File: config.mk
export PLATFORM = sky130hd
export DESIGN_NAME = icsc_collector
export DESIGN_NICKNAME = d
export VERILOG_FILES = /design/src/rtl/icsc_pkg.sv /design/src/rtl/icsc_flag_bank.sv /design/src/rtl/icsc_collector.sv
export SDC_FILE = /design/constraint.sdc
export NUM_CORES = 1
export LEC_CHECK = 0
export ABC_AREA = 1
export ABC_CLOCK_PERIOD_IN_PS = 1250
export BUFFER_PORTS_ARGS = -buffer_cell sky130_fd_sc_hd__buf_2
export CAP_MARGIN = 20
export CELL_PAD_IN_SITES_DETAIL_PLACEMENT = 0
export CELL_PAD_IN_SITES_GLOBAL_PLACEMENT = 1
export CORE_ASPECT_RATIO = 0.6
export CORE_MARGIN = 2
export CORE_UTILIZATION = 28
export DETAILED_ROUTE_END_ITERATION = 8
export PLACE_DENSITY_LB_ADDON = 0.1
export SLEW_MARGIN = 30
export SYNTH_ARGS = -nofsm -noshare
export SYNTH_HDL_FRONTEND = slang
export SYNTH_SLANG_ARGS = --single-unit
File: constraint.sdc
create_clock -name core_clk_in -period 1.25 [get_ports core_clk_in]
set_input_delay 0.125 -clock core_clk_in [delete_from_list [all_inputs] [get_ports core_clk_in]]
set_output_delay 0.125 -clock core_clk_in [all_outputs]
set_load 0.02 [all_outputs]
File: src/rtl/icsc_pkg.sv
// Constants for the interrupt status collector: register offsets, bit positions,
// valid-bit masks and reset values.
// Assumes a single core clock domain and a 32-bit internal register address.
package icsc_pkg;

   // ==========================================================================
   // Register map
   localparam logic [31:0] ICSC_SYS_STATUS_1_ADDR   = 32'h0B00_0080;
   localparam logic [31:0] ICSC_TOUCH_STATUS_ADDR   = 32'h0B00_0082;
   localparam logic [15:0] ICSC_STATUS_RESET        = 16'h0000;

   // ==========================================================================
   // Level-1 system status bit positions
   localparam int ICSC_BIT_BATTERY       = 0;
   localparam int ICSC_BIT_POWER_SWITCH  = 1;
   localparam int ICSC_BIT_LONG_ONE      = 2;
   localparam int ICSC_BIT_EXT_TIMER     = 3;
   localparam int ICSC_BIT_TOUCH_UNIT    = 5;
   localparam int ICSC_BIT_AUDIO         = 6;
   localparam int ICSC_BIT_KEYBOARD      = 7;
   localparam int ICSC_BIT_GENERAL_IO    = 8;
   localparam int ICSC_BIT_SERIAL        = 9;
   localparam int ICSC_BIT_BUS_ERROR     = 10;
   localparam int ICSC_BIT_SOFTWARE      = 11;
   localparam int ICSC_BIT_TOUCH_SUSPEND = 13;
   localparam logic [15:0] ICSC_SYS_VALID_MASK = 16'h2FEF;

   // ==========================================================================
   // Touch-panel status bit positions
   localparam int ICSC_BIT_CONTACT_CHANGE = 0;
   localparam int ICSC_BIT_SAMPLE_TIMEOUT = 2;
   localparam int ICSC_BIT_PAGE_ZERO      = 3;
   localparam int ICSC_BIT_PAGE_ONE       = 4;
   localparam int ICSC_BIT_PORT_SCAN      = 5;
   localparam int ICSC_BIT_COMMAND_SCAN   = 6;
   localparam int ICSC_TOUCH_WIDTH        = 7;
   localparam logic [6:0]  ICSC_TOUCH_VALID_MASK = 7'h7D;

endpackage : icsc_pkg

File: src/rtl/icsc_flag_bank.sv
// Bank of sticky event flags, one flip-flop per bit.
// Assumes set and clear arrive as synchronous one-cycle pulses on the core clock.
module icsc_flag_bank #(
   parameter int WIDTH = 7
) (
   input  wire logic             core_clk_in,
   input  wire logic             reset_n_in,
   input  wire logic             clr_all_in,
   input  wire logic [WIDTH-1:0] set_in,
   input  wire logic [WIDTH-1:0] clear_in,
   output logic      [WIDTH-1:0] flags_out
);

   // ==========================================================================
   // Per-bit sticky flags
   // A set in the same cycle as a single-bit clear wins, so no event is lost;
   // the whole-bank reset clear still dominates.
   genvar i;
   generate
      for (i = 0; i < WIDTH; i++) begin : g_flag
         always_ff @(posedge core_clk_in or negedge reset_n_in) begin
            if (!reset_n_in) begin
               flags_out[i] <= 1'b0;
            end else if (clr_all_in) begin
               flags_out[i] <= 1'b0;
            end else if (set_in[i]) begin
               flags_out[i] <= 1'b1;
            end else if (clear_in[i]) begin
               flags_out[i] <= 1'b0;
            end
         end
      end
   endgenerate

endmodule // icsc_flag_bank

File: src/rtl/icsc_collector.sv
// Interrupt status collector: level-1 system status and touch-panel status
// registers, read by the core, with masked requests driven to the core.
// Assumes all inputs are synchronous to core_clk_in and event inputs are pulses.
//
// Summary of operation
// - Reserved bits of both status registers always read as zero and writes must put zero there.
// - System status bits 10,9,8,7,6,5,3,2,1,0 flag bus error, serial, general I/O, keyboard, audio, touch, timer, long interval one, power switch and battery.
// - System status bit 13 sets when the touch unit requests an interrupt while in Suspend.
// - System status bit 11 shows the software request register being set.
// - Touch status bit 6 sets when a command scan finds valid data.
// - Touch status bit 5 sets when the converter port scan finds a full valid set.
// - Touch status bit 4 sets when a full valid set lands in buffer page one.
// - Touch status bit 3 sets when a full valid set lands in buffer page zero.
// - Touch status bit 2 sets when a full data set is not obtained in time.
// - Touch status bit 0 sets on a pen contact change and reads zero otherwise.
// - Touch status flags are read-only, one means occurred, bits 15 to 7 reserved.
// - Touch flags gated by their mask bits combine into the single touch bit of system status.
// - Each system status bit gated by its mask bit is the only path to line 0; battery reaches the non-maskable line without its mask bit.
// - Battery goes to the non-maskable line or line 0 by the route select, the rest to line 0.
module icsc_collector (
   input  wire logic                   core_clk_in,
   input  wire logic                   reset_n_in,
   input  wire logic                   realtime_clock_reset_in,
   input  wire logic [31:0]            reg_addr_in,
   input  wire logic                   reg_rd_in,
   input  wire logic                   reg_wr_in,
   output logic      [15:0]            reg_rdata_out,
   output logic                        reg_ack_out,
   input  wire logic [icsc_pkg::ICSC_TOUCH_WIDTH-1:0] touch_event_in,
   input  wire logic [icsc_pkg::ICSC_TOUCH_WIDTH-1:0] touch_clear_in,
   input  wire logic [icsc_pkg::ICSC_TOUCH_WIDTH-1:0] touch_mask_in,
   input  wire logic                   suspend_in,
   input  wire logic                   touch_suspend_clear_in,
   input  wire logic                   software_request_in,
   input  wire logic                   bus_error_flag_in,
   input  wire logic                   serial_unit_flag_in,
   input  wire logic                   general_io_flag_in,
   input  wire logic                   keyboard_unit_flag_in,
   input  wire logic                   audio_unit_flag_in,
   input  wire logic                   extended_timer_flag_in,
   input  wire logic                   long_interval_one_flag_in,
   input  wire logic                   power_switch_flag_in,
   input  wire logic                   battery_flag_in,
   input  wire logic [15:0]            system_mask_1_in,
   input  wire logic                   battery_route_select_in,
   output logic                        core_int0_out,
   output logic                        core_nmi_out
);
   import icsc_pkg::*;

   // ==========================================================================
   // Declarations
   logic [ICSC_TOUCH_WIDTH-1:0] touch_flags;
   logic [15:0]                 touch_status;
   logic [15:0]                 sys_status_reg;
   logic [15:0]                 sys_status_next;
   logic                        touch_suspend_reg;
   logic [15:0]                 rdata_reg;
   logic [15:0]                 rdata_next;
   logic                        ack_reg;
   logic                        int0_reg;
   logic                        int0_next;
   logic                        nmi_reg;
   logic                        nmi_next;
   logic                        touch_any;
   logic [15:0]                 sys_enabled;
   logic                        hit_sys;
   logic                        hit_touch;

   // ==========================================================================
   // Touch-panel status flags
   // Reserved bit 1 never sets, whatever the unit drives on it
   icsc_flag_bank #(
      .WIDTH (ICSC_TOUCH_WIDTH)
   ) u_touch_flags (
      .core_clk_in (core_clk_in),
      .reset_n_in  (reset_n_in),
      .clr_all_in  (realtime_clock_reset_in),
      .set_in      (touch_event_in
                    & ICSC_TOUCH_VALID_MASK),
      .clear_in    (touch_clear_in),
      .flags_out   (touch_flags)
   );

   // Zero-extend so bits 15 to 7 read as zero
   assign touch_status = {9'h000, touch_flags & ICSC_TOUCH_VALID_MASK};

   // ==========================================================================
   // Level-1 composition
   // Touch flags are masked first and collapse into one unit bit
   assign touch_any = |(touch_flags & touch_mask_in);

   always_comb begin
      sys_status_next                        = ICSC_STATUS_RESET;
      sys_status_next[ICSC_BIT_BATTERY]      = battery_flag_in;
      sys_status_next[ICSC_BIT_POWER_SWITCH] = power_switch_flag_in;
      sys_status_next[ICSC_BIT_LONG_ONE]     = long_interval_one_flag_in;
      sys_status_next[ICSC_BIT_EXT_TIMER]    = extended_timer_flag_in;
      sys_status_next[ICSC_BIT_TOUCH_UNIT]   = touch_any;
      sys_status_next[ICSC_BIT_AUDIO]        = audio_unit_flag_in;
      sys_status_next[ICSC_BIT_KEYBOARD]     = keyboard_unit_flag_in;
      sys_status_next[ICSC_BIT_GENERAL_IO]   = general_io_flag_in;
      sys_status_next[ICSC_BIT_SERIAL]       = serial_unit_flag_in;
      sys_status_next[ICSC_BIT_BUS_ERROR]    = bus_error_flag_in;
      sys_status_next[ICSC_BIT_SOFTWARE]     = software_request_in;
      sys_status_next[ICSC_BIT_TOUCH_SUSPEND] = touch_suspend_reg;
   end

   // Suspend-time touch flag is sticky so a wake-up cause survives the exit
   always_ff @(posedge core_clk_in or negedge reset_n_in) begin
      if (!reset_n_in) begin
         touch_suspend_reg <= 1'b0;
      end else if (realtime_clock_reset_in) begin
         touch_suspend_reg <= 1'b0;
      end else if (suspend_in && touch_any) begin
         touch_suspend_reg <= 1'b1;
      end else if (touch_suspend_clear_in) begin
         touch_suspend_reg <= 1'b0;
      end
   end

   // System status register, reserved bits forced low
   always_ff @(posedge core_clk_in or negedge reset_n_in) begin
      if (!reset_n_in) begin
         sys_status_reg <= ICSC_STATUS_RESET;
      end else if (realtime_clock_reset_in) begin
         sys_status_reg <= ICSC_STATUS_RESET;
      end else begin
         sys_status_reg <= sys_status_next & ICSC_SYS_VALID_MASK;
      end
   end

   // ==========================================================================
   // Requests toward the core
   // Battery is excluded from line 0 only while routed to the non-maskable line
   assign sys_enabled = sys_status_reg & system_mask_1_in;
   assign int0_next   = |(sys_enabled & ~16'h0001)
                        | (sys_enabled[ICSC_BIT_BATTERY] & ~battery_route_select_in);
   // The non-maskable line ignores the level-1 mask; software masks it by rerouting
   assign nmi_next    = sys_status_reg[ICSC_BIT_BATTERY] & battery_route_select_in;

   always_ff @(posedge core_clk_in or negedge reset_n_in) begin
      if (!reset_n_in) begin
         int0_reg <= 1'b0;
         nmi_reg  <= 1'b0;
      end else begin
         int0_reg <= int0_next;
         nmi_reg  <= nmi_next;
      end
   end

   // ==========================================================================
   // Register read port
   // Writes are accepted and dropped; both registers are read-only
   assign hit_sys    = (reg_addr_in == ICSC_SYS_STATUS_1_ADDR);
   assign hit_touch  = (reg_addr_in == ICSC_TOUCH_STATUS_ADDR);
   assign rdata_next = hit_sys   ? sys_status_reg :
                       hit_touch ? touch_status   : 16'h0000;

   always_ff @(posedge core_clk_in or negedge reset_n_in) begin
      if (!reset_n_in) begin
         rdata_reg <= 16'h0000;
         ack_reg   <= 1'b0;
      end else begin
         ack_reg <= reg_rd_in | reg_wr_in;
         if (reg_rd_in) begin
            rdata_reg <= rdata_next;
         end
      end
   end

   assign reg_rdata_out = rdata_reg;
   assign reg_ack_out   = ack_reg;
   assign core_int0_out = int0_reg;
   assign core_nmi_out  = nmi_reg;

   // ==========================================================================
   // Checks
   sys_reserved_zero_a: assert property (
      @(posedge core_clk_in) disable iff (!reset_n_in)
      (sys_status_reg & ~ICSC_SYS_VALID_MASK) == 16'h0000)
      else $error("reserved system status bit set");

   touch_reserved_zero_a: assert property (
      @(posedge core_clk_in) disable iff (!reset_n_in)
      reg_rd_in && hit_touch |=> reg_rdata_out[15:7] == 9'h000 && !reg_rdata_out[1])
      else $error("reserved touch status bit read nonzero");

   battery_bit_a: assert property (
      @(posedge core_clk_in) disable iff (!reset_n_in)
      !realtime_clock_reset_in |=> sys_status_reg[0] == $past(battery_flag_in))
      else $error("battery bit does not follow its source");

   suspend_touch_a: assert property (
      @(posedge core_clk_in) disable iff (!reset_n_in)
      suspend_in && touch_any && !realtime_clock_reset_in ##1 !realtime_clock_reset_in
      |=> sys_status_reg[13])
      else $error("suspend touch flag not set");

   software_bit_a: assert property (
      @(posedge core_clk_in) disable iff (!reset_n_in)
      software_request_in && !realtime_clock_reset_in |=> sys_status_reg[11])
      else $error("software flag missing");

   command_scan_a: assert property (
      @(posedge core_clk_in) disable iff (!reset_n_in)
      touch_event_in[6] && !realtime_clock_reset_in |=> touch_flags[6])
      else $error("command scan flag not set");

   touch_events_a: assert property (
      @(posedge core_clk_in) disable iff (!reset_n_in)
      !realtime_clock_reset_in |=>
      (touch_flags & $past(touch_event_in) & ICSC_TOUCH_VALID_MASK)
      == ($past(touch_event_in) & ICSC_TOUCH_VALID_MASK))
      else $error("touch event lost");

   touch_aggregate_a: assert property (
      @(posedge core_clk_in) disable iff (!reset_n_in)
      !realtime_clock_reset_in |=> sys_status_reg[5] == $past(touch_any))
      else $error("touch unit bit does not match masked flags");

   int0_gate_a: assert property (
      @(posedge core_clk_in) disable iff (!reset_n_in)
      (sys_status_reg & system_mask_1_in & 16'hFFFE) == 16'h0000
      && !(sys_status_reg[0] && system_mask_1_in[0])
      |=> !core_int0_out)
      else $error("line 0 raised with nothing enabled");

   nmi_route_a: assert property (
      @(posedge core_clk_in) disable iff (!reset_n_in)
      sys_status_reg[0] |=> core_nmi_out == $past(battery_route_select_in))
      else $error("battery not routed as selected");

   rtc_clear_a: assert property (
      @(posedge core_clk_in) disable iff (!reset_n_in)
      realtime_clock_reset_in |=> sys_status_reg == 16'h0000 && touch_flags == 7'h00)
      else $error("flags survive real-time-clock reset");

   write_ignored_a: assert property (
      @(posedge core_clk_in) disable iff (!reset_n_in)
      reg_wr_in && !reg_rd_in |=> $stable(reg_rdata_out) && reg_ack_out)
      else $error("write disturbed read data or went unanswered");

   // Direct sources mirror their inputs one edge later, bit for bit
   power_bit_a: assert property (
      @(posedge core_clk_in) disable iff (!reset_n_in)
      !realtime_clock_reset_in |=> sys_status_reg[1] == $past(power_switch_flag_in))
      else $error("power switch bit does not follow its source");

   long_one_bit_a: assert property (
      @(posedge core_clk_in) disable iff (!reset_n_in)
      !realtime_clock_reset_in |=> sys_status_reg[2] == $past(long_interval_one_flag_in))
      else $error("long interval bit does not follow its source");

   timer_bit_a: assert property (
      @(posedge core_clk_in) disable iff (!reset_n_in)
      !realtime_clock_reset_in |=> sys_status_reg[3] == $past(extended_timer_flag_in))
      else $error("extended timer bit does not follow its source");

   audio_bit_a: assert property (
      @(posedge core_clk_in) disable iff (!reset_n_in)
      !realtime_clock_reset_in |=> sys_status_reg[6] == $past(audio_unit_flag_in))
      else $error("audio bit does not follow its source");

   keyboard_bit_a: assert property (
      @(posedge core_clk_in) disable iff (!reset_n_in)
      !realtime_clock_reset_in |=> sys_status_reg[7] == $past(keyboard_unit_flag_in))
      else $error("keyboard bit does not follow its source");

   general_io_bit_a: assert property (
      @(posedge core_clk_in) disable iff (!reset_n_in)
      !realtime_clock_reset_in |=> sys_status_reg[8] == $past(general_io_flag_in))
      else $error("general io bit does not follow its source");

   serial_bit_a: assert property (
      @(posedge core_clk_in) disable iff (!reset_n_in)
      !realtime_clock_reset_in |=> sys_status_reg[9] == $past(serial_unit_flag_in))
      else $error("serial bit does not follow its source");

   bus_error_bit_a: assert property (
      @(posedge core_clk_in) disable iff (!reset_n_in)
      !realtime_clock_reset_in |=> sys_status_reg[10] == $past(bus_error_flag_in))
      else $error("bus error bit does not follow its source");

   // Sticky flags hold until their own clear, so a late read still sees the event
   suspend_hold_a: assert property (
      @(posedge core_clk_in) disable iff (!reset_n_in)
      touch_suspend_reg && !touch_suspend_clear_in && !realtime_clock_reset_in |=> touch_suspend_reg)
      else $error("suspend touch flag dropped without a clear");

   contact_hold_a: assert property (
      @(posedge core_clk_in) disable iff (!reset_n_in)
      touch_flags[0] && !touch_clear_in[0] && !realtime_clock_reset_in |=> touch_flags[0])
      else $error("contact change flag dropped without a clear");

   int0_raise_a: assert property (
      @(posedge core_clk_in) disable iff (!reset_n_in)
      (sys_status_reg & system_mask_1_in & 16'hFFFE) != 16'h0000 |=> core_int0_out)
      else $error("enabled request did not raise line 0");

   int0_route_a: assert property (
      @(posedge core_clk_in) disable iff (!reset_n_in)
      sys_status_reg[0] && system_mask_1_in[0]
      && (sys_status_reg & system_mask_1_in & 16'hFFFE) == 16'h0000
      |=> core_int0_out == !$past(battery_route_select_in))
      else $error("battery on line 0 disagrees with route select");

   read_sys_a: assert property (
      @(posedge core_clk_in) disable iff (!reset_n_in)
      reg_rd_in && hit_sys |=> reg_rdata_out == $past(sys_status_reg))
      else $error("system status read returned wrong data");

endmodule // icsc_collector

### Yosys cells after proc, flatten, opt, wreduce, memory -nomap -nowiden

Index checks and enable logic that the tools add are counted.

| word-level totals | value |
|---|---|
| flip-flop bits (word level) | 43 |
| word-level logic and storage cells | 59 |

| operators by class | value |
|---|---|
| equality and inequality tests | 2 |
| mux-type cells | 26 |
| bitwise logic cells | 7 |
| reduce and logical (&&, ||, !) cells | 11 |

Operator list:

| kind | count |
|---|---|
| 32-bit by 28-bit equality test with 1-bit output (second input constant) | 2 |
| 1-bit 2-to-1 mux | 23 |
| 3-bit nonzero test | 7 |
| 16-bit bitwise AND | 1 |
| 16-bit 2-to-1 mux | 1 |
| 15-bit OR reduction | 1 |
| 14-bit 2-to-1 mux | 1 |
| 7-bit bitwise AND | 1 |
| 7-bit 2-to-1 mux | 1 |
| 7-bit OR reduction | 1 |
| 1-bit bitwise AND | 2 |
| 1-bit OR | 2 |
| 2-bit nonzero test | 1 |
| 1-bit logical AND | 1 |
| 1-bit inverter | 1 |

### Longest topological paths before layout

Gate-level depths: netlist of run 1.

| logic depth | value |
|---|---|
| depth after elaboration | 5 |
| gate-level depth with buffers | 10 |
| mapped depth without buffers | 9 |

### Hierarchy

A second synthesis of run 1 with hierarchy kept.

| second synthesis, totals | value |
|---|---|
| cells, all modules | 230 |
| area total of the unflattened synthesis | 1,736.7 um2 |

By module, submodules not included:

| module | times used | cells each | area an instance (um2) | sequential area each (um2) |
|---|---|---|---|---|
| icsc_collector | 1 | 195 | 1,447.6 | 725.7 |
| icsc_flag_bank | 1 | 35 | 289.0 | 175.2 |

### Worst setup path after synthesis of run 1

No wires, ideal clock.

| path | value |
|---|---|
| path kind | in2reg |
| from | in reg_addr_in[31] |
| to | reg rdata_reg[2] (netlist: reg_rdata_out[2]) |
| data arrival time | 0.852 ns |
| data required time | 1.184 ns |
| setup slack | 0.332 ns |
| stages | 9 |
| buffers on the path | 1 |
| cells stage by stage | nor2_1 > and2_1 > nand2_1 > nor2_4 > buf_6 > nand3_1 > nand2_1 > nand2_1 > nand2_1 |

| on the way | value |
|---|---|
| longest elaborated chain between the ends | 3 |

Ends and longest elaborated chain:

| what | line | text |
|---|---|---|
| from (decl) | icsc_collector.sv:24 | `input wire logic [31:0] reg_addr_in,` |
| 32-bit by 28-bit equality test with 1-bit output | icsc_collector.sv:156 | `assign hit_touch = (reg_addr_in == ICSC_TOUCH_STATUS_ADDR);` |
| 7-bit 2-to-1 mux | icsc_collector.sv:158 | `hit_touch ? touch_status : 16'h0000;` |
| 16-bit 2-to-1 mux * | icsc_collector.sv:157 | `assign rdata_next = hit_sys ? sys_status_reg :` |
| to (signal assigned) | icsc_collector.sv:167 | `rdata_reg <= rdata_next;` |
| to (decl) | icsc_collector.sv:58 | `logic [15:0] rdata_reg;` |

Every way passes the cells marked *; elsewhere a longest branch is shown, timed or not.
A chain may end at the register's enable or synchronous reset.

### Worst setup path after layout of run 1

| path | value |
|---|---|
| from | reg sys_status_reg[9] |
| to | reg int0_reg (netlist: core_int0_out) |

| on the way | value |
|---|---|
| longest elaborated chain between the ends | 3 |

Ends and longest elaborated chain:

| what | line | text |
|---|---|---|
| from (decl) | icsc_collector.sv:55 | `logic [15:0] sys_status_reg;` |
| from (signal assigned) | icsc_collector.sv:129 | `sys_status_reg <= sys_status_next & ICSC_SYS_VALID_MASK;` |
| 16-bit bitwise AND | icsc_collector.sv:136 | `assign sys_enabled = sys_status_reg & system_mask_1_in;` |
| 15-bit OR reduction | icsc_collector.sv:137 | `assign int0_next = \|(sys_enabled & ~16'h0001)` |
| 1-bit OR | icsc_collector.sv:138 | `\| (sys_enabled[ICSC_BIT_BATTERY] & ~battery_route_select_in);` |
| net int0_next | icsc_collector.sv:62 | `logic int0_next;` |
| to (signal assigned) | icsc_collector.sv:147 | `int0_reg <= int0_next;` |
| to (decl) | icsc_collector.sv:61 | `logic int0_reg;` |

The timed path passes the listed nets, and every way through them passes these cells.

==> results of run 1 <==
report_power, final:
group	internal [mW]	switching (mW)	total [mW]
sequential	1.18	0.0304	1.21
clock	0.502	0.382	0.884
combinational	0.143	0.151	0.294
total	1.82	0.564	2.38
logic make-up after synthesis:
kind of cell | after synthesis | synth area share [%]
other cells | 1 | 0.225
buf+inv | 43 | 11.0
simple gates | 123 | 30.6
compound gates | 17 | 5.64
flops | 35 | 52.6
worst reg2reg max path: stages (launching register included):
cell,delay [ns]
dfrtp_1,0.41
nand2_1,0.07
nand2_1,0.05
a221oi_1,0.27
o211ai_1,0.14
through the flow:
stage | cells | total power, mW
2_1_floorplan | 221 | 1.34
3_3_place_gp | 391 | 1.53
3_5_place_dp | 391 | 1.53
4_1_cts | 400 | 2.43
5_1_grt | 400 | 2.54
6_report | 400 | 2.38
path summary, 6_finish.rpt:
| path | end | depth (start not counted) | from | slack, ns |
|---|---|---|---|---|
| max | core_int0_out | 4 | sys_status_reg[9] | 0.18 |
| min | touch_suspend_reg | 2 | touch_suspend_clear_in | 0.01 |
| max reg2reg | core_int0_out | 4 | sys_status_reg[9] | 0.18 |
| min reg2reg | reg_rdata_out[5] | 2 | reg_rdata_out[5] | 0.48 |
| max in group asynchronous | u_touch_flags.flags_out[0] | 3 | reset_n_in | 0.53 |
| min in group asynchronous | reg_rdata_out[1] | 3 | reset_n_in | 0.40 |
per-layer routing:
| layer | global-route usage (%) | vias to the layer above | share of wire, % |
|---|---|---|---|
| met5 | 0 | - | 0 |
| met4 | 4.05 | 0 | 0.48 |
| met3 | 4.80 | 4 | 7.8 |
| met2 | 19.6 | 54 | 38 |
| met1 | 21.0 | 667 | 54 |
| li1 | - | 855 | - |
timing repair:
action | 4_1_cts | 5_1_grt
endpoints found under the hold margin | 35 | 0
hold buffers | 1 | 0
gates resized for setup | 0 | 0
cell type report:
| class | count | area, um2 |
|---|---|---|
| Fill cell | 647 | 3320 |
| Sequential cell | 35 | 876 |
| Multi-Input combinational cell | 143 | 614 |
| Timing Repair Buffer | 99 | 508 |
| Inverter | 35 | 131 |
| Clock buffer | 8 | 100 |
| Tap cell | 80 | 100 |
layout by cell type, fill, tap and decap left out:
cell type / synthesis / final
buf_2: 2 / 95
nand2_1: 70 / 70
inv_1: 35 / 35
dfrtp_1: 35 / 35
nor2_1: 32 / 32
nand3_1: 12 / 12
o21ai_1: 8 / 8
clkbuf_8: 0 / 7
a21oi_1: 6 / 6
nand4_1: 3 / 3
conb_1: 1 / 3
buf_4: 3 / 3
nor2_4: 2 / 2
or2_2: 1 / 1
a221oi_1: 1 / 1
o211ai_1: 1 / 1
and2_1: 1 / 1
nand2_2: 1 / 1
nor2_2: 1 / 1
o31ai_1: 1 / 1
clkbuf_1: 1 / 1
dlygate4sd3_1: 0 / 1
==> flow_summary.toml, run 1 <==
[critical_path]
cp_top_family = "compound AO/OA/AOI/OAI gates"
crit_top_cell = "nand2_1"
path_max_fanout = 2
critPathMaxStageDelay_ns = 0.41
crit_arrival_ns = 1.22
worstSetupPathType = "reg -> reg"
path_cells = "nand2_1, nand2_1, a221oi_1, o211ai_1"
crit_buf_inv = 0
cp.required_ns = 1.40
worst_setup_path_end_kind = "register"
cp-start-kind = "register"
slowest_stage = "dfrtp_1"

[route]
drc = 0
drt-initial-drc-count = 30
vias_per_cell = 3.95
drt_pass1_iterations = 4
vias = 1580
wirelength_um = 4360
ant_nets = 0
post_drt_wl_per_cell_um = 10.9

[clock_network]
clkLatencyLatePin_ns = 0.29
post_cts_buffers = 0
clk_pin_slew_ns = 0.07
cts_buffer_depth = 2
cts_buffers = 5
cts_tree = "yes"
h-tree-depth = 2
cts_root_buf = "clkbuf_8"
clkSinkCount = 35

[synthesis]
ys_seq_area_share_pct = 52.6
avgSynthCellArea_um2 = 7.60
yosysTopAreaCell = "dfrtp_1"
ys_warn_count = 0
synthFlopType = "dfrtp_1"
synth_top_area_share_pct = 52.6
synth.ff_latch_count = 35
synth_common_cells = "nand2_1 (70), dfrtp_1 (35), inv_1 (35)"
synth_edf_count = 0
async_flop_share_pct = 100
syn-instance-count = 219
synth_area_leaders = "dfrtp_1 (53%), nand2_1 (16%), inv_1 (7.9%), nor2_1 (7.2%), nand3_1 (3.6%)"
ys_types = 22
synth.most_common_cell = "nand2_1"
syn_area_mm2 = 0.00167

[sta]
fmax_mhz = 933
fin_ws_ns = 0.178
fin_crit_sh_pct = 85.7
skew_ns = 0.00434
fin_crit_ns = 1.07
hold_slack_ns = 0.0145
fin_setup_tns_ns = 0
hold_viol = 0
rsz0062_at_grt = "false"
finalMaxSlewViolations = 0
setup_viol_count_final = 0

[die]
fp.dieH_um = 63.7
die_x_um = 104
num_rows = 21
initial_core_util_pct = 29.5
core_mm2 = 0.00565
dieArea_mm2 = 0.00660
ios = 106

[grt]
grt_max_degree = 36
grt_pass1_vias = 1537
grt_usage_pct = 14.2
grt_antenna_before_repair = 0
grt_pass1_wl_um = 7220
overflow = 0

[min_path]
hp-class = "in -> reg"

[layout]
largest_reg_flops = 13
nNetsFinal = 406
drive_gt1_share_pct = 34.4
fin_util_pct = 41.2
diodes = 0
area_delta_synth_final_pct = 39.9
postLayoutCellArea_mm2 = 0.00233

[flow_run]
drv_cap = 0

[run_status]
outcome = "complete, no violations"

[placement]
dp_slack_ns = 0.0126
gp_congestion = 0.789
hpwl_um = 3510
port_buffers = 95
dpl_cell_area_mm2 = 0.00222

[power_and_ir_drop]
p_leak_nw = 1.37
vdd_drop_max_mv = 0.428
power_density_mw_per_mm2 = 1020
No activity file was read; power rests on OpenSTA's default activity.
==> run 2: changes to the inputs <==
- CORE_ASPECT_RATIO: 0.6 -> not set
- CORE_MARGIN: 2 -> not set
==> flow_summary.toml, run 2 (same netlist as run 1, synthesis figures left out) <==
[run_status]
outcome = "complete, no violations"

[layout]
area_delta_synth_final_pct = 39.9
drive_gt1_share_pct = 34.5
diodes = 0
largest_reg_flops = 13
nNetsFinal = 405
layout_common_cells = "buf_2 (95), nand2_1 (70), inv_1 (35), dfrtp_1 (35), nor2_1 (32)"
final_common_cell = "buf_2"

[power_and_ir_drop]
p_int_mw = 1.96
p_leak_nw = 1.38
switching_share_pct = 22.3
p_seq_share_pct = 47.7
clock_power_share_pct = 41.0
power_density_mw_per_mm2 = 1080
comb_power_share_pct = 11.3
vdd_drop_max_mv = 0.453
power_mw = 2.53
p_sw_uw = 564

[critical_path]
path_max_fanout = 3
cp.required_ns = 1.41
path_cells = "nand2_1, nand4_1, nor2_1, nor2_1, nand2_1, o31ai_1"
slowest_stage = "dfrtp_1"
worstSetupPathType = "reg -> reg"
crit_buf_inv = 0
crit_arrival_ns = 1.15
critPathMaxStageDelay_ns = 0.42
cp-start-kind = "register"
worst_setup_path_end_kind = "register"
cp_top_family = "flip-flops"

[route]
vias = 1597
drt_pass1_iterations = 4
vias_per_cell = 4.08
drt-initial-drc-count = 88
wirelength_um = 3960
ant_nets = 0
post_drt_wl_per_cell_um = 10.1
drc = 0

[clock_network]
post_cts_buffers = 0
cts_buffers = 5
h-tree-depth = 2
clkLatencyLatePin_ns = 0.28
clk_pin_slew_ns = 0.07
clkSinkCount = 35
cts_buffer_depth = 2
cts_tree = "yes"
cts_root_buf = "clkbuf_8"

[die]
dieArea_mm2 = 0.00626
fp.dieH_um = 79.1
ios = 106
initial_core_util_pct = 29.7
num_rows = 27
core_mm2 = 0.00561
die_x_um = 79.1

[sta]
fmax_mhz = 1010
skew_ns = 0.00162
setup_viol_count_final = 0
hold_viol = 0
fin_crit_ns = 0.995
fin_crit_sh_pct = 79.6
fin_setup_tns_ns = 0
rsz0062_at_grt = "false"
finalMaxSlewViolations = 0

[min_path]
hp-class = "in -> reg"

[placement]
hpwl_um = 3150
gp_congestion = 0.752
port_buffers = 95

[grt]
grt_usage_pct = 13.4
grt_max_degree = 36
grt_antenna_before_repair = 0
grt_pass1_vias = 1445
grt_pass1_wl_um = 6380
overflow = 0

[flow_run]
drv_cap = 0
==> run 2: cell types whose count changed in the layout (fill, tap and decap cells not counted) <==
| cell | previous run | this run |
|---|---|---|
| clkinv_2 | 0 | 1 |
| clkbuf_1 | 1 | 0 |
| bufinv_16 | 0 | 1 |
| buf_4 | 3 | 2 |
| clkbuf_8 | 7 | 6 |
==> run 2: worst paths after layout <==
kind                                            start                 to  slack [ns]  depth (start not counted)
setup / recovery           u_touch_flags.flags_out[6]  touch_suspend_reg        0.26                          6
hold / removal                 touch_suspend_clear_in  touch_suspend_reg        0.02                          2
setup reg to reg           u_touch_flags.flags_out[6]  touch_suspend_reg        0.26                          6
hold reg to reg                      reg_rdata_out[3]   reg_rdata_out[3]        0.48                          2
max in group asynchronous                  reset_n_in  sys_status_reg[7]        0.53                          3
min in group asynchronous                  reset_n_in   reg_rdata_out[8]        0.41                          3
==> run 2: what timing repair did <==
item | CTS | global route
gates resized for setup | 0 | 0
hold endpoints to repair | 35 | 0
hold buffers | 1 | 0
==> run 2: cell type report <==
class                           count  area [um2]
Clock buffer                        6        82.6
Multi-Input combinational cell    143         614
Clock inverter                      2        35.0
Sequential cell                    35         876
Inverter                           35         131
Fill cell                         634        3280
Timing Repair Buffer               98         500
Tap cell                           72        90.1
==> run 2: power by group through the flow <==
stage | clock network (mW) | registers [mW] | logic, mW
after global routing | 1.12 | 1.21 | 0.330
after CTS | 1.06 | 1.20 | 0.293
after detailed placement | 0 | 1.23 | 0.290
final | 1.04 | 1.20 | 0.286
after global placement | 0 | 1.23 | 0.290
after floorplan | 0 | 1.22 | 0.120
==> run 2: per-layer routing <==
metal	wire, um	part of all wire, %	track usage [%]
met5	0	0	0
met1	1890	48	18.1
met2	1700	43	20.3
met3	313	7.9	3.33
met4	57	1.4	5.82
==> run 2: through the flow <==
step	utilization [%]	hold slack, ns	instance area [um2]	std cells	setup slack [ns]
CTS	41.5	0.0111	2330	391	0.240
finish	41.5	0.0160	2330	391	0.255
floorplan	-	-0.171	1670	221	0.332
global placement	39.3	0.193	2200	382	0.0817
global route	41.5	0.0225	2330	391	0.167
detailed placement	39.3	0.189	2200	382	0.0738
==> run 3: changes to the inputs <==
- ABC_CLOCK_PERIOD_IN_PS: 1250 -> 800
- CORE_UTILIZATION: 28 -> 25
- clock period: 1.25 -> 0.8 ns (I/O delays scaled with it)
==> flow_summary.toml, run 3 (same netlist as run 1, synthesis figures left out) <==
[run_status]
outcome = "finished, violations left"
violations = "hold timing, setup timing"

[clock_network]
h-tree-depth = 2
clk_pin_slew_ns = 0.07
cts_buffer_depth = 2
clkLatencyLatePin_ns = 0.28
clkSinkCount = 35
cts_buffers = 5
cts_root_buf = "clkbuf_8"
cts_tree = "yes"

[grt]
grt_max_degree = 36
overflow = 0
grt_usage_pct = 13.7
grt_antenna_before_repair = 0
grt_pass1_wl_um = 7530
grt_pass1_vias = 1714

[route]
drt-initial-drc-count = 29
routed.top_layer = "met4"
ant_nets = 0
wl_met3_um = 248
dr_wl_met2_um = 2120
drt_pass1_iterations = 4
vias_per_cell = 4.03
post_drt_wl_per_cell_um = 10.4
drc = 0
vias = 1755
wirelength_um = 4520
wl_met1_um = 2130

[critical_path]
slowest_stage = "dfrtp_1"
worstSetupPathType = "reg -> reg"
cp_top_family = "flip-flops"
cp.required_ns = 0.97
path_cells = "nand2_1, nand4_1, nor2_1, nor2_1, buf_4"
critPathMaxStageDelay_ns = 0.39
worstRegToRegCells = 5
r2r_start = "u_touch_flags.flags_out[0]"
cp.depth = 5
worst_setup_path_end_kind = "register"
rrSetupSlack_ns = -0.12
cp-start-kind = "register"
crit_arrival_ns = 1.10
reg2reg_to = "sys_status_reg[5]"
crit_buf_inv = 1
path_max_fanout = 2
crit_top_cell = "nor2_1"

[power_and_ir_drop]
power_mw = 3.83
power_density_mw_per_mm2 = 1300
vdd_drop_max_mv = 0.981
p_leak_nw = 1.63

[layout]
postLayoutCellArea_mm2 = 0.00294
largest_reg_flops = 13
nNetsFinal = 445
final_common_cell = "buf_2"
diodes = 0
fin_util_pct = 46.0
layout_common_cells = "buf_2 (75), nand2_1 (67), dfrtp_1 (35)"
drive_gt1_share_pct = 49.2
area_delta_synth_final_pct = 76.4

[sta]
setup_viol_count_final = 26
fin_ws_ns = -0.123
fin_crit_ns = 0.923
fmax_mhz = 1080
hold_viol = 1
skew_ns = 0.00510
fin_crit_sh_pct = 115
rsz0062_at_grt = "true"
finalMaxSlewViolations = 0
hold_slack_ns = -0.0103

[flow_run]
drv_cap = 0

[die]
core_mm2 = 0.00639
dieArea_mm2 = 0.00699
ios = 106
fp.dieH_um = 83.6
initial_core_util_pct = 26.1
num_rows = 29
die_x_um = 83.6

[min_path]
hold_end = "reg_ack_out"
min_path_cells = 2
hp-class = "in -> reg"
holdCritStartpoint = "reg_wr_in"

[placement]
gp_congestion = 0.749
hpwl_um = 3560
dpl_cell_area_mm2 = 0.00243
port_buffers = 95
run 3: changes by cell type in the layout (fill, tap and decap cells not counted), moves of 6 or more:
cell / previous run / this run
inv_1: 35 / 28
buf_4: 2 / 24
nand3_1: 12 / 4
nand3_2: 0 / 8
dlygate4sd3_1: 1 / 9
a21oi_1: 6 / 0
buf_2: 95 / 75
a21oi_2: 0 / 6
inv_2: 0 / 7
nor2_1: 32 / 26
buf_6: 0 / 28
run 3: per-layer routing:
layer | vias to the layer above | global-route usage [%]
li1 | 929 | -
met1 | 775 | 17.5
met2 | 49 | 22.4
met3 | 2 | 4.35
met4 | 0 | 3.70
met5 | - | 0
run 3: power by group:
| group | switching (mW) | total [mW] | internal [mW] |
|---|---|---|---|
| Clock | 0.590 | 1.26 | 0.675 |
| Combinational | 0.301 | 0.686 | 0.384 |
| Sequential | 0.0419 | 1.88 | 1.84 |
| Total | 0.933 | 3.83 | 2.90 |
run 3: worst max path at each step:
| stage | end | startpoint | slack, ns |
|---|---|---|---|
| floorplan | touch_suspend_reg | u_touch_flags.flags_out[6] | -0.07 |
| global placement | reg_rdata_out[2] | reg_addr_in[6] | -0.31 |
| detailed placement | reg_rdata_out[0] | reg_addr_in[5] | -0.32 |
| CTS | touch_suspend_reg | u_touch_flags.flags_out[6] | -0.14 |
| global route | touch_suspend_reg | u_touch_flags.flags_out[0] | -0.20 |
| finish | sys_status_reg[5] | u_touch_flags.flags_out[0] | -0.12 |
run 3: what timing repair did:
action / 4_1_cts / 5_1_grt
hold endpoints to repair: 42 / 2
endpoints found under the setup margin: 30 / 38
gates resized for setup: 50 / 25
hold buffers: 8 / 1
buffers inserted: 7 / 5
pin swaps: 9 / 16
run 3: layout make-up:
type / instances / area [um2]
fill: 688 / 3450
inverter: 35 / 131
clock inverter: 1 / 5.00
clock buffer: 6 / 82.6
sequential: 35 / 876
tap: 77 / 96.3
timing repair buffer: 138 / 1000
multi-input combinational: 143 / 746
run 3: per-stage QoR:
stage	instances	hold WS, ns	setup TNS [ns]	setup WS (ns)
2_1_floorplan	221	-0.216	-0.717	-0.0660
3_3_place_gp	408	0.0575	-3.89	-0.308
3_5_place_dp	408	0.0582	-4.06	-0.316
4_1_cts	430	-0.0101	-2.02	-0.143
5_1_grt	435	-0.0120	-3.45	-0.201
6_report	435	-0.0103	-1.97	-0.123
